[src/irq_ctrl_pkg.sv]
// Purpose: shared constants for the nested priority interrupt controller
// Assumes: APB slave at 32-bit data, one word per register
// Notes: priority words sit one per source from PRIO_BASE upward
// How it works
// - thirty-two source inputs resolved into eight hardware priority levels
// - each source has its own enable; disabled sources never request
// - global mask gates the one request line, enables stay untouched
// - while globally masked only the non-maskable input still reaches the core
// - global mask state is readable before software changes it
// - controller enables never touch enables inside the peripherals
// - winning source's handler address is handed straight to the core
// - pending interrupt with a more urgent preemption field preempts a running handler with a less urgent one
// - 8-bit priority stored per source, only upper 3 bits arbitrate
// - smaller priority value is more urgent, zero most urgent
// - grouping splits compared bits; only preemption bits decide preemption
// - equal preemption, different subpriority: no preemption, request waits until the running handler returns
// - full tie goes to the lower interrupt number
// - nesting depth tracked; thread return when the last nested handler ends, even with a request pending
// - handler table base is 1 kB aligned; software must place it so
// - stored priority value reads back through the same registers
// - grouping values three through seven behave identically
package irq_ctrl_pkg;

  // sizes
  localparam int NUM_SRC = 32;
  localparam int SRC_W = 5;
  localparam int PRIO_W = 8;
  localparam int CMP_W = 3;
  localparam int STACK_DEPTH = 8;
  localparam int DEPTH_W = 4;
  localparam int GROUP_W = 3;
  localparam int ADDR_W = 12;
  localparam int VTBASE_W = 22;
  localparam int VTBASE_LSB = 10;

  // register byte offsets
  localparam logic [11:0] ENABLE_OFS = 12'h000;
  localparam logic [11:0] ENABLE_SET_OFS = 12'h004;
  localparam logic [11:0] ENABLE_CLR_OFS = 12'h008;
  localparam logic [11:0] GLOBAL_OFS = 12'h00C;
  localparam logic [11:0] GROUP_OFS = 12'h010;
  localparam logic [11:0] VTBASE_OFS = 12'h014;
  localparam logic [11:0] STATUS_OFS = 12'h018;
  localparam logic [11:0] PENDING_OFS = 12'h01C;
  localparam logic [11:0] PRIO_BASE = 12'h100;
  localparam logic [4:0] PRIO_PAGE = 5'h02;

  // field positions
  localparam int MASK_BIT = 0;
  localparam int STAT_NUM_LSB = 0;
  localparam int STAT_DEPTH_LSB = 8;
  localparam int STAT_REQ_BIT = 16;
  localparam int STAT_NMI_BIT = 17;

  // reset values
  localparam logic MASK_RST = 1'b0;
  localparam logic [GROUP_W-1:0] GROUP_RST = 3'h7;
  localparam logic [VTBASE_W-1:0] VTBASE_RST = 22'h000000;

  // first table slot used by source 0
  localparam logic [6:0] VEC_OFFSET = 7'h10;

endpackage

[src/nested_priority_interrupt_ctrl.sv]
// Purpose: nested, vectored, prioritised interrupt controller with APB registers
// Assumes: sources are level signals on pclk; nmi_in arrives asynchronously
// Notes: core accepts with irq_ack and ends a handler with irq_return
//
// The register addresses and register access over APB are this design's own decisions.
`timescale 1ns/1ns
`default_nettype none
module nested_priority_interrupt_ctrl (
  input wire logic pclk,
  input wire logic presetn,
  input wire logic clk_en,
  // apb slave
  input wire logic psel,
  input wire logic penable,
  input wire logic pwrite,
  input wire logic [irq_ctrl_pkg::ADDR_W-1:0] paddr,
  input wire logic [31:0] pwdata,
  output logic [31:0] prdata,
  output logic pready,
  output logic pslverr,
  // peripheral sources and non-maskable pin
  input wire logic [irq_ctrl_pkg::NUM_SRC-1:0] src_irq,
  input wire logic nmi_in,
  // core side
  input wire logic irq_ack,
  input wire logic irq_return,
  output logic irq_req,
  output logic [31:0] irq_vector,
  output logic [irq_ctrl_pkg::SRC_W-1:0] irq_num,
  output logic nmi_req,
  output logic handler_active
);

  typedef struct packed {
    logic [irq_ctrl_pkg::NUM_SRC-1:0] enable;
    logic [irq_ctrl_pkg::NUM_SRC-1:0] pending;
    logic [irq_ctrl_pkg::NUM_SRC-1:0][irq_ctrl_pkg::PRIO_W-1:0] prio;
    logic glob_mask;
    logic [irq_ctrl_pkg::GROUP_W-1:0] group;
    logic [irq_ctrl_pkg::VTBASE_W-1:0] vtbase;
    logic [irq_ctrl_pkg::DEPTH_W-1:0] depth;
    logic [irq_ctrl_pkg::STACK_DEPTH-1:0][irq_ctrl_pkg::CMP_W-1:0] stk_prio;
    logic [irq_ctrl_pkg::STACK_DEPTH-1:0][irq_ctrl_pkg::SRC_W-1:0] stk_num;
    logic req;
    logic [31:0] vector;
    logic [irq_ctrl_pkg::SRC_W-1:0] num;
    logic [31:0] prdata;
    logic [1:0] nmi_sync;
  } ctrl_state_type;

  ctrl_state_type state_ff;
  ctrl_state_type nxt_state;

  // arbiter wiring
  logic [irq_ctrl_pkg::NUM_SRC-1:0] cand;
  logic [irq_ctrl_pkg::NUM_SRC-1:0][irq_ctrl_pkg::CMP_W-1:0] prio_top;
  logic win_valid;
  logic [irq_ctrl_pkg::SRC_W-1:0] win_num;
  logic [irq_ctrl_pkg::CMP_W-1:0] win_prio;

  // decode and control terms
  logic acc_phase;
  logic setup_phase;
  logic wr_en;
  logic addr_hit;
  logic prio_hit;
  logic [irq_ctrl_pkg::SRC_W-1:0] prio_idx;
  logic [31:0] rd_data;
  logic [irq_ctrl_pkg::CMP_W-1:0] pre_mask;
  logic [irq_ctrl_pkg::CMP_W-1:0] run_prio;
  logic can_preempt;
  logic ack_take;
  logic ret_take;
  logic [irq_ctrl_pkg::DEPTH_W-1:0] top_idx;
  logic [irq_ctrl_pkg::DEPTH_W-1:0] push_idx;
  logic [9:0] vec_low;
  logic [6:0] vec_slot;

  // only the upper compared bits of each priority reach the arbiter
  genvar i;
  generate
    for (i = 0; i < irq_ctrl_pkg::NUM_SRC; i++) begin : g_top
      assign prio_top[i] = state_ff.prio[i][irq_ctrl_pkg::PRIO_W-1 -: irq_ctrl_pkg::CMP_W];
    end
  endgenerate

  // a source competes only while pending and enabled here
  assign cand = state_ff.pending & state_ff.enable;

  prio_arbiter u_arb (
    .cand(cand),
    .prio_top(prio_top),
    .win_valid(win_valid),
    .win_num(win_num),
    .win_prio(win_prio)
  );

  // apb phases
  assign setup_phase = psel & ~penable;
  assign acc_phase = psel & penable;
  assign prio_hit = (paddr[11:7] == irq_ctrl_pkg::PRIO_PAGE) && (paddr[1:0] == 2'h0);
  assign prio_idx = paddr[6:2];

  // address decode and read mux
  always_comb begin
    addr_hit = 1'b1;
    rd_data = 32'h0000_0000;
    if (prio_hit) begin
      rd_data[irq_ctrl_pkg::PRIO_W-1:0] = state_ff.prio[prio_idx];
    end else begin
      case (paddr)
        irq_ctrl_pkg::ENABLE_OFS,
        irq_ctrl_pkg::ENABLE_SET_OFS,
        irq_ctrl_pkg::ENABLE_CLR_OFS: begin
          rd_data = state_ff.enable;
        end
        irq_ctrl_pkg::GLOBAL_OFS: begin
          rd_data[irq_ctrl_pkg::MASK_BIT] = state_ff.glob_mask;
        end
        irq_ctrl_pkg::GROUP_OFS: begin
          rd_data[irq_ctrl_pkg::GROUP_W-1:0] = state_ff.group;
        end
        irq_ctrl_pkg::VTBASE_OFS: begin
          rd_data[31:irq_ctrl_pkg::VTBASE_LSB] = state_ff.vtbase;
        end
        irq_ctrl_pkg::STATUS_OFS: begin
          rd_data[irq_ctrl_pkg::STAT_NUM_LSB +: irq_ctrl_pkg::SRC_W] =
            state_ff.stk_num[3'(top_idx)];
          rd_data[irq_ctrl_pkg::STAT_DEPTH_LSB +: irq_ctrl_pkg::DEPTH_W] = state_ff.depth;
          rd_data[irq_ctrl_pkg::STAT_REQ_BIT] = state_ff.req;
          rd_data[irq_ctrl_pkg::STAT_NMI_BIT] = state_ff.nmi_sync[1];
        end
        irq_ctrl_pkg::PENDING_OFS: begin
          rd_data = state_ff.pending;
        end
        default: begin
          addr_hit = 1'b0;
        end
      endcase
    end
  end

  // write strobe valid only in the completing access cycle
  assign wr_en = acc_phase & pwrite & addr_hit & clk_en;

  // preemption field mask from grouping; 3..7 all give full preemption
  always_comb begin
    if (state_ff.group >= 3'h3) begin
      pre_mask = 3'h7;
    end else begin
      pre_mask = ~(3'h7 >> state_ff.group);
    end
  end

  // running handler priority is the top of the nesting stack
  assign top_idx = (state_ff.depth == 4'h0) ? 4'h0 : state_ff.depth - 4'h1;
  assign run_prio = state_ff.stk_prio[3'(top_idx)];

  // strictly more urgent preemption field is needed to nest
  assign can_preempt = (state_ff.depth == 4'h0) ||
                       ((win_prio & pre_mask) < (run_prio & pre_mask));

  // core handshakes
  assign ack_take = state_ff.req & irq_ack;
  assign ret_take = irq_return & (state_ff.depth != 4'h0);
  // a return with an accept in the same cycle replaces the top entry
  assign push_idx = ret_take ? top_idx : state_ff.depth;

  // handler address: 1 kB aligned base plus word slot of the winner
  assign vec_slot = irq_ctrl_pkg::VEC_OFFSET + {2'h0, win_num};
  assign vec_low = {1'b0, vec_slot, 2'h0};

  // next state
  always_comb begin
    nxt_state = state_ff;

    // two-stage synchroniser for the asynchronous non-maskable pin
    nxt_state.nmi_sync = {state_ff.nmi_sync[0], nmi_in};

    // read data captured in the setup cycle
    if (setup_phase) begin
      nxt_state.prdata = rd_data;
    end

    // register writes
    if (wr_en) begin
      if (prio_hit) begin
        nxt_state.prio[prio_idx] = pwdata[irq_ctrl_pkg::PRIO_W-1:0];
      end else begin
        case (paddr)
          irq_ctrl_pkg::ENABLE_OFS: begin
            nxt_state.enable = pwdata;
          end
          irq_ctrl_pkg::ENABLE_SET_OFS: begin
            // source_enable_call; local enable only, no peripheral side effect
            nxt_state.enable = state_ff.enable | pwdata;
          end
          irq_ctrl_pkg::ENABLE_CLR_OFS: begin
            // source_disable_call
            nxt_state.enable = state_ff.enable & ~pwdata;
          end
          irq_ctrl_pkg::GLOBAL_OFS: begin
            // global_mask_call and global_unmask_call touch only this bit
            nxt_state.glob_mask = pwdata[irq_ctrl_pkg::MASK_BIT];
          end
          irq_ctrl_pkg::GROUP_OFS: begin
            nxt_state.group = pwdata[irq_ctrl_pkg::GROUP_W-1:0];
          end
          irq_ctrl_pkg::VTBASE_OFS: begin
            // low ten bits are not stored, table sits on a 1 kB boundary
            nxt_state.vtbase = pwdata[31:irq_ctrl_pkg::VTBASE_LSB];
          end
          default: begin
            nxt_state.glob_mask = state_ff.glob_mask;
          end
        endcase
      end
    end

    // pending: accepted source clears, but a live enabled source sets again
    nxt_state.pending = state_ff.pending;
    if (ack_take) begin
      nxt_state.pending[state_ff.num] = 1'b0;
    end
    nxt_state.pending = nxt_state.pending | (src_irq & state_ff.enable);

    // nesting stack
    if (ack_take && (push_idx < 4'(irq_ctrl_pkg::STACK_DEPTH))) begin
      nxt_state.stk_prio[3'(push_idx)] = state_ff.prio[state_ff.num]
        [irq_ctrl_pkg::PRIO_W-1 -: irq_ctrl_pkg::CMP_W];
      nxt_state.stk_num[3'(push_idx)] = state_ff.num;
      nxt_state.depth = push_idx + 4'h1;
    end else if (ret_take) begin
      nxt_state.depth = state_ff.depth - 4'h1;
    end

    // request: held off for the cycle of an accept or return so it
    // always reflects the updated stack; rearbitrated every cycle
    nxt_state.req = ~state_ff.glob_mask & win_valid & can_preempt &
                    ~ack_take & ~ret_take;
    nxt_state.num = win_num;
    nxt_state.vector = {state_ff.vtbase, vec_low};
  end

  // state register; clock enable freezes everything
  always_ff @(posedge pclk or negedge presetn) begin
    if (!presetn) begin
      state_ff <= '0;
      state_ff.glob_mask <= irq_ctrl_pkg::MASK_RST;
      state_ff.group <= irq_ctrl_pkg::GROUP_RST;
      state_ff.vtbase <= irq_ctrl_pkg::VTBASE_RST;
    end else if (clk_en) begin
      state_ff <= nxt_state;
    end
  end

  // apb answers: one access cycle, error on unmapped offsets
  assign pready = acc_phase & clk_en;
  assign pslverr = acc_phase & clk_en & ~addr_hit;
  assign prdata = state_ff.prdata;

  // core outputs
  assign irq_req = state_ff.req;
  assign irq_vector = state_ff.vector;
  assign irq_num = state_ff.num;
  assign nmi_req = state_ff.nmi_sync[1];
  assign handler_active = (state_ff.depth != 4'h0);

endmodule
`default_nettype wire

[src/prio_arbiter.sv]
// Purpose: picks the most urgent candidate source
// Assumes: candidates already qualified by enable and pending
// Notes: purely combinational, key is {invalid, priority, number}
`timescale 1ns/1ns
`default_nettype none
module prio_arbiter (
  input wire logic [irq_ctrl_pkg::NUM_SRC-1:0] cand,
  input wire logic [irq_ctrl_pkg::NUM_SRC-1:0][irq_ctrl_pkg::CMP_W-1:0] prio_top,
  output logic win_valid,
  output logic [irq_ctrl_pkg::SRC_W-1:0] win_num,
  output logic [irq_ctrl_pkg::CMP_W-1:0] win_prio
);

  localparam int KEY_W = 1 + irq_ctrl_pkg::CMP_W + irq_ctrl_pkg::SRC_W;

  logic [irq_ctrl_pkg::NUM_SRC:0][KEY_W-1:0] best;

  // seed loses to every real candidate
  assign best[0] = {KEY_W{1'b1}};

  // linear min chain; strict less keeps the lower number on ties
  genvar i;
  generate
    for (i = 0; i < irq_ctrl_pkg::NUM_SRC; i++) begin : g_src
      logic [KEY_W-1:0] key;
      assign key = {~cand[i], prio_top[i], irq_ctrl_pkg::SRC_W'(i)};
      assign best[i+1] = (key < best[i]) ? key : best[i];
    end
  endgenerate

  assign win_valid = ~best[irq_ctrl_pkg::NUM_SRC][KEY_W-1];
  assign win_prio = best[irq_ctrl_pkg::NUM_SRC][KEY_W-2 -: irq_ctrl_pkg::CMP_W];
  assign win_num = best[irq_ctrl_pkg::NUM_SRC][irq_ctrl_pkg::SRC_W-1:0];

endmodule
`default_nettype wire
[config.mk]
export PLATFORM = sky130hd
export DESIGN_NAME = nested_priority_interrupt_ctrl
export DESIGN_NICKNAME = d
export VERILOG_FILES = /design/src/irq_ctrl_pkg.sv /design/src/nested_priority_interrupt_ctrl.sv /design/src/prio_arbiter.sv
export SDC_FILE = /design/constraint.sdc
export NUM_CORES = 1
export LEC_CHECK = 0
export ABC_AREA = 1
export BUFFER_PORTS_ARGS = -buffer_cell sky130_fd_sc_hd__buf_2
export CAP_MARGIN = 20
export CORE_MARGIN = 3
export CORE_UTILIZATION = 25
export DETAILED_ROUTE_END_ITERATION = 10
export SETUP_SLACK_MARGIN = 0.5
export SYNTH_ARGS = -nofsm -noshare
export SYNTH_HDL_FRONTEND = slang
export SYNTH_SLANG_ARGS = --single-unit
[constraint.sdc]
create_clock -name pclk -period 35.7 [get_ports pclk]
set_input_delay 5.355 -clock pclk [delete_from_list [all_inputs] [get_ports pclk]]
set_output_delay 5.355 -clock pclk [all_outputs]
set_load 0.005 [all_outputs]
==> results.rst <==
.. list-table::
   :header-rows: 1

   * - Metric
     - Value
   * - Dominant cell type by area after synthesis
     - dfrtp_1
   * - Clk slew on worst S/H paths
     - 0.06 ns
   * - Number of synthesized register bits
     - ~480
   * - Routed wire per std cell
     - 19.38 µm
   * - Endpoint type of the worst setup path
     - register
   * - Routed via count divided by cell count
     - 4.976
   * - Total number of vias
     - 24,330
   * - Cell area after placement
     - roughly 29,000 µm²
   * - R2R Setup Slk
     - 4.95 ns
   * - Remaining antenna violation count after routing
     - 0
   * - Clock root cell
     - clkbuf_16
   * - Final weighted congestion in routability-driven placement
     - about 0.95
   * - Run status
     - finished clean
   * - Crit path max-delay cell type
     - o21ai_0
   * - Worst hold path type
     - register to register
   * - EDFF count, synth
     - 0
   * - Top fanout value on the critical path
     - 12
   * - Die width
     - between 300 and 400 µm
   * - CTS hold repair buffers
     - 0
   * - Synth area leaders
     - dfrtp_1 44%, nand2_1 12%, o21ai_0 10%, ha_1 4.6%, inv_1 4.5%
   * - Count of unresolved DRC violations after routing
     - 0
   * - Number of hold-slack violations in the final timing report
     - 0
   * - Number of failing setup endpoints in the final timing report
     - 0
   * - Worst hold slack after final layout
     - between 0.4 and 0.5 ns
   * - Router iterations before antenna repair
     - 5
   * - Count of boundary I/O pins
     - approximately 160
   * - Total wirelength of the detailed-routed design
     - 94,730 µm
   * - Leftover overflow at the end of global routing
     - 0
   * - Reg-to-Reg End
     - irq_req
   * - Worst rel slew slack
     - 0.2897
   * - Count of port buffers added during placement
     - approximately 150
   * - Post-route cell area
     - approximately 30,000 µm²
   * - Highest clock frequency the design can meet
     - 32.52 MHz
   * - Mapped Area
     - between 20,000 and 30,000 µm²
   * - Clock latency of the later-clocked register in the worst-skew pair
     - between 0.6 and 0.7 ns
   * - Type of the setup path with the least slack
     - register to register
   * - Initial antenna violation count
     - 8
   * - Leading register cell type out of synthesis
     - dfrtp_1
   * - Largest net degree at the start of global routing
     - 109
   * - Wire length of the first global-routing pass
     - roughly 140,000 µm
   * - Origin of the critical flop-to-flop path
     - state_ff[454]
   * - Distinct cell type count of the synthesized netlist
     - 56
   * - CTS H-tree lvls
     - 2
   * - Via count of the first global-routing pass
     - around 23,000
   * - Period utilization
     - 0.8613
   * - Share of cells above drive strength 1
     - 0.1254
   * - Floorplan Core Area
     - between 100,000 and 150,000 µm²
   * - Transition time at the pin with the least slew margin
     - 1.057 ns
   * - Max-slew violation count
     - 0
   * - Syn_area_per_cell
     - between 7 and 8 µm²
   * - Buffer levels on the longest clock path
     - 3
   * - Proportion of register bits with asynchronous set or reset after synthesis
     - 1.000
   * - Number of design-rule violations left by the first detailed-router iteration
     - roughly 2,400
   * - Area added between synthesis and finish
     - 13.19%
   * - Data arrival time of the critical path
     - 31.29 ns
   * - Post-Synthesis Cells
     - ~3,400
   * - Count of standard-cell rows
     - approximately 120
   * - Clock tree from TritonCTS
     - done
   * - Worst setup path startpoint
     - state_ff[454]
   * - Yosys warns
     - 0
   * - Cell with the most instances on the worst path
     - ha_1
   * - Required time reported for the critical path endpoint
     - approximately 36 ns
   * - Count of instances resized after the clock tree is built
     - 0
   * - Min Clock Period, post-route
     - a little over 30 ns
   * - Initial Utilization
     - 0.2539
   * - Largest stage delay, worst path
     - about 0.42 ns
   * - Number of buffers created by CTS
     - between 50 and 60
   * - Floorplan die height
     - approximately 330 µm
   * - Register-to-Register Path Depth
     - between 150 and 200
   * - Sequential fraction of the synthesis area
     - 0.4436
   * - Startpoint types
     - register
   * - Area share of the largest cell type after synthesis
     - 0.4406
   * - Worst Setup EP
     - irq_req
   * - Post-CTS repair timing setup buffer count
     - 0
   * - Number of clock sinks seen by CTS
     - approximately 480
   * - Worst Min Path Start
     - irq_vector[13]
   * - Total number of nets in the final design
     - approximately 3,600
   * - Total global routing track utilization
     - 0.1652
   * - Setup_tns
     - 0 ns
   * - Max-cap violations
     - 0
   * - Hpwl dp
     - 68,900 µm
   * - RSZ-0062 raised after global routing
     - false
   * - Die Footprint
     - roughly 110,000 µm²
   * - Final worst clock skew
     - between 0.03 and 0.04 ns
==> worst min path at each step <==
stage                           endpoint  slack [ns]  cells after the start
after global placement    irq_vector[14]        0.46                      2
final                     irq_vector[13]        0.48                      2
after CTS                  state_ff[135]        0.48                      2
after global routing       state_ff[250]        0.50                      2
after detailed placement      prdata[16]        0.46                      2
after floorplan             nxt_state[1]        0.44                      2
==> metrics by stage <==
stage | setup slack (ns) | utilization | cells
global route | 1.551 | 0.2873 | 4885
global placement | 6.135 | 0.2708 | 4793
floorplan | 9.149 | - | 3422
detailed placement | 5.244 | 0.2711 | 4794
CTS | 5.169 | 0.2873 | 4885
finish | 4.952 | 0.2874 | 4889
==> cells in the mapped netlist, types with 11 or more instances <==
cell type and n:
inv_2 21, nor2_1 104, nand4_1 24, a221oi_1 23, nand3_2 15, nand2_4 15, mux2_2 16, nand2_2 50
o21ai_1 18, nor3_1 36, o22ai_1 71, clkbuf_1 136, dfrtp_1 474, ha_1 99, nand2_1 849, nand3b_1 12
inv_1 323, a21oi_1 150, o21ai_0 539, o221ai_1 15, a22oi_1 84, buf_1 11, buf_4 70, nand3_1 155
==> final cells by class <==
class | count | area (µm²)
Tap cell | 1391 | 1740
Sequential cell | 477 | 11940
Inverter | 353 | 1326
Multi-Input combinational cell | 2369 | 12560
Timing Repair Buffer | 204 | 1176
Antenna cell | 4 | 10.01
Clock inverter | 16 | 224.0
Fill cell | 11400 | 75540
Clock buffer | 75 | 1496
==> cell families after synthesis <==
group                      Yosys count  share of synthesized area
buffers and inverters              576                    0.09166
xor gates and xnor gates             4                   0.001302
DFF                                477                     0.4436
and+or+nand+nor                   1279                     0.2058
adders and majority gates           99                    0.04601
muxes                               16                   0.006693
AOI/OAI and AO/OA                  967                     0.2049
other                                1                  0.0001393
==> worst max-delay path: cells and delay by family, from the launching register on <==
kind	cells	cell delay (ns)
and+or+nand+nor	93	9.56
AOI/OAI and AO/OA	46	10.11
buffers and inverters	21	1.24
adders and majority gates	32	9.25
DFF	1	0.39
==> per-layer routing <==
metal | up-vias | global-route usage | wire, µm
met5 | - | 0 | 29
li1 | 11560 | - | -
met2 | 890 | 0.2701 | 43490
met4 | 4 | 0.03674 | 1866
met1 | 11770 | 0.2279 | 42380
met3 | 113 | 0.02926 | 6969
==> placed cells by master (no fill, tap or decap), types with 13 or more instances in the layout <==
| cell type | synthesis | layout |
|---|---|---|
| nand3_2 | 15 | 15 |
| clkbuf_8 | 0 | 13 |
| nand2_2 | 50 | 50 |
| ha_1 | 99 | 99 |
| nor2_1 | 104 | 100 |
| a22oi_1 | 84 | 84 |
| nand2_1 | 849 | 849 |
| mux2_2 | 16 | 16 |
| o221ai_1 | 15 | 15 |
| o21ai_1 | 18 | 18 |
| buf_2 | 0 | 153 |
| nand2_4 | 15 | 15 |
| nand3_1 | 155 | 155 |
| a21oi_1 | 150 | 150 |
| buf_4 | 70 | 49 |
| nand4_1 | 24 | 24 |
| nor3_1 | 36 | 36 |
| clkbuf_16 | 0 | 51 |
| o21ai_0 | 539 | 537 |
| inv_1 | 323 | 321 |
| o22ai_1 | 71 | 71 |
| a221oi_1 | 23 | 23 |
| inv_2 | 21 | 23 |
| dfrtp_1 | 474 | 474 |
==> flip-flops by register name, indices dropped and copies added (netlist names) <==
name,count
irq_vector,24
irq_req,1
nmi_req,1
prdata,32
prio_top,96
irq_num,4
nxt_state,23
state_ff,296
Power is left out: the tool's default activity adds up to more than one toggle a clock period on the data nets, which glitch-free logic cannot reach.
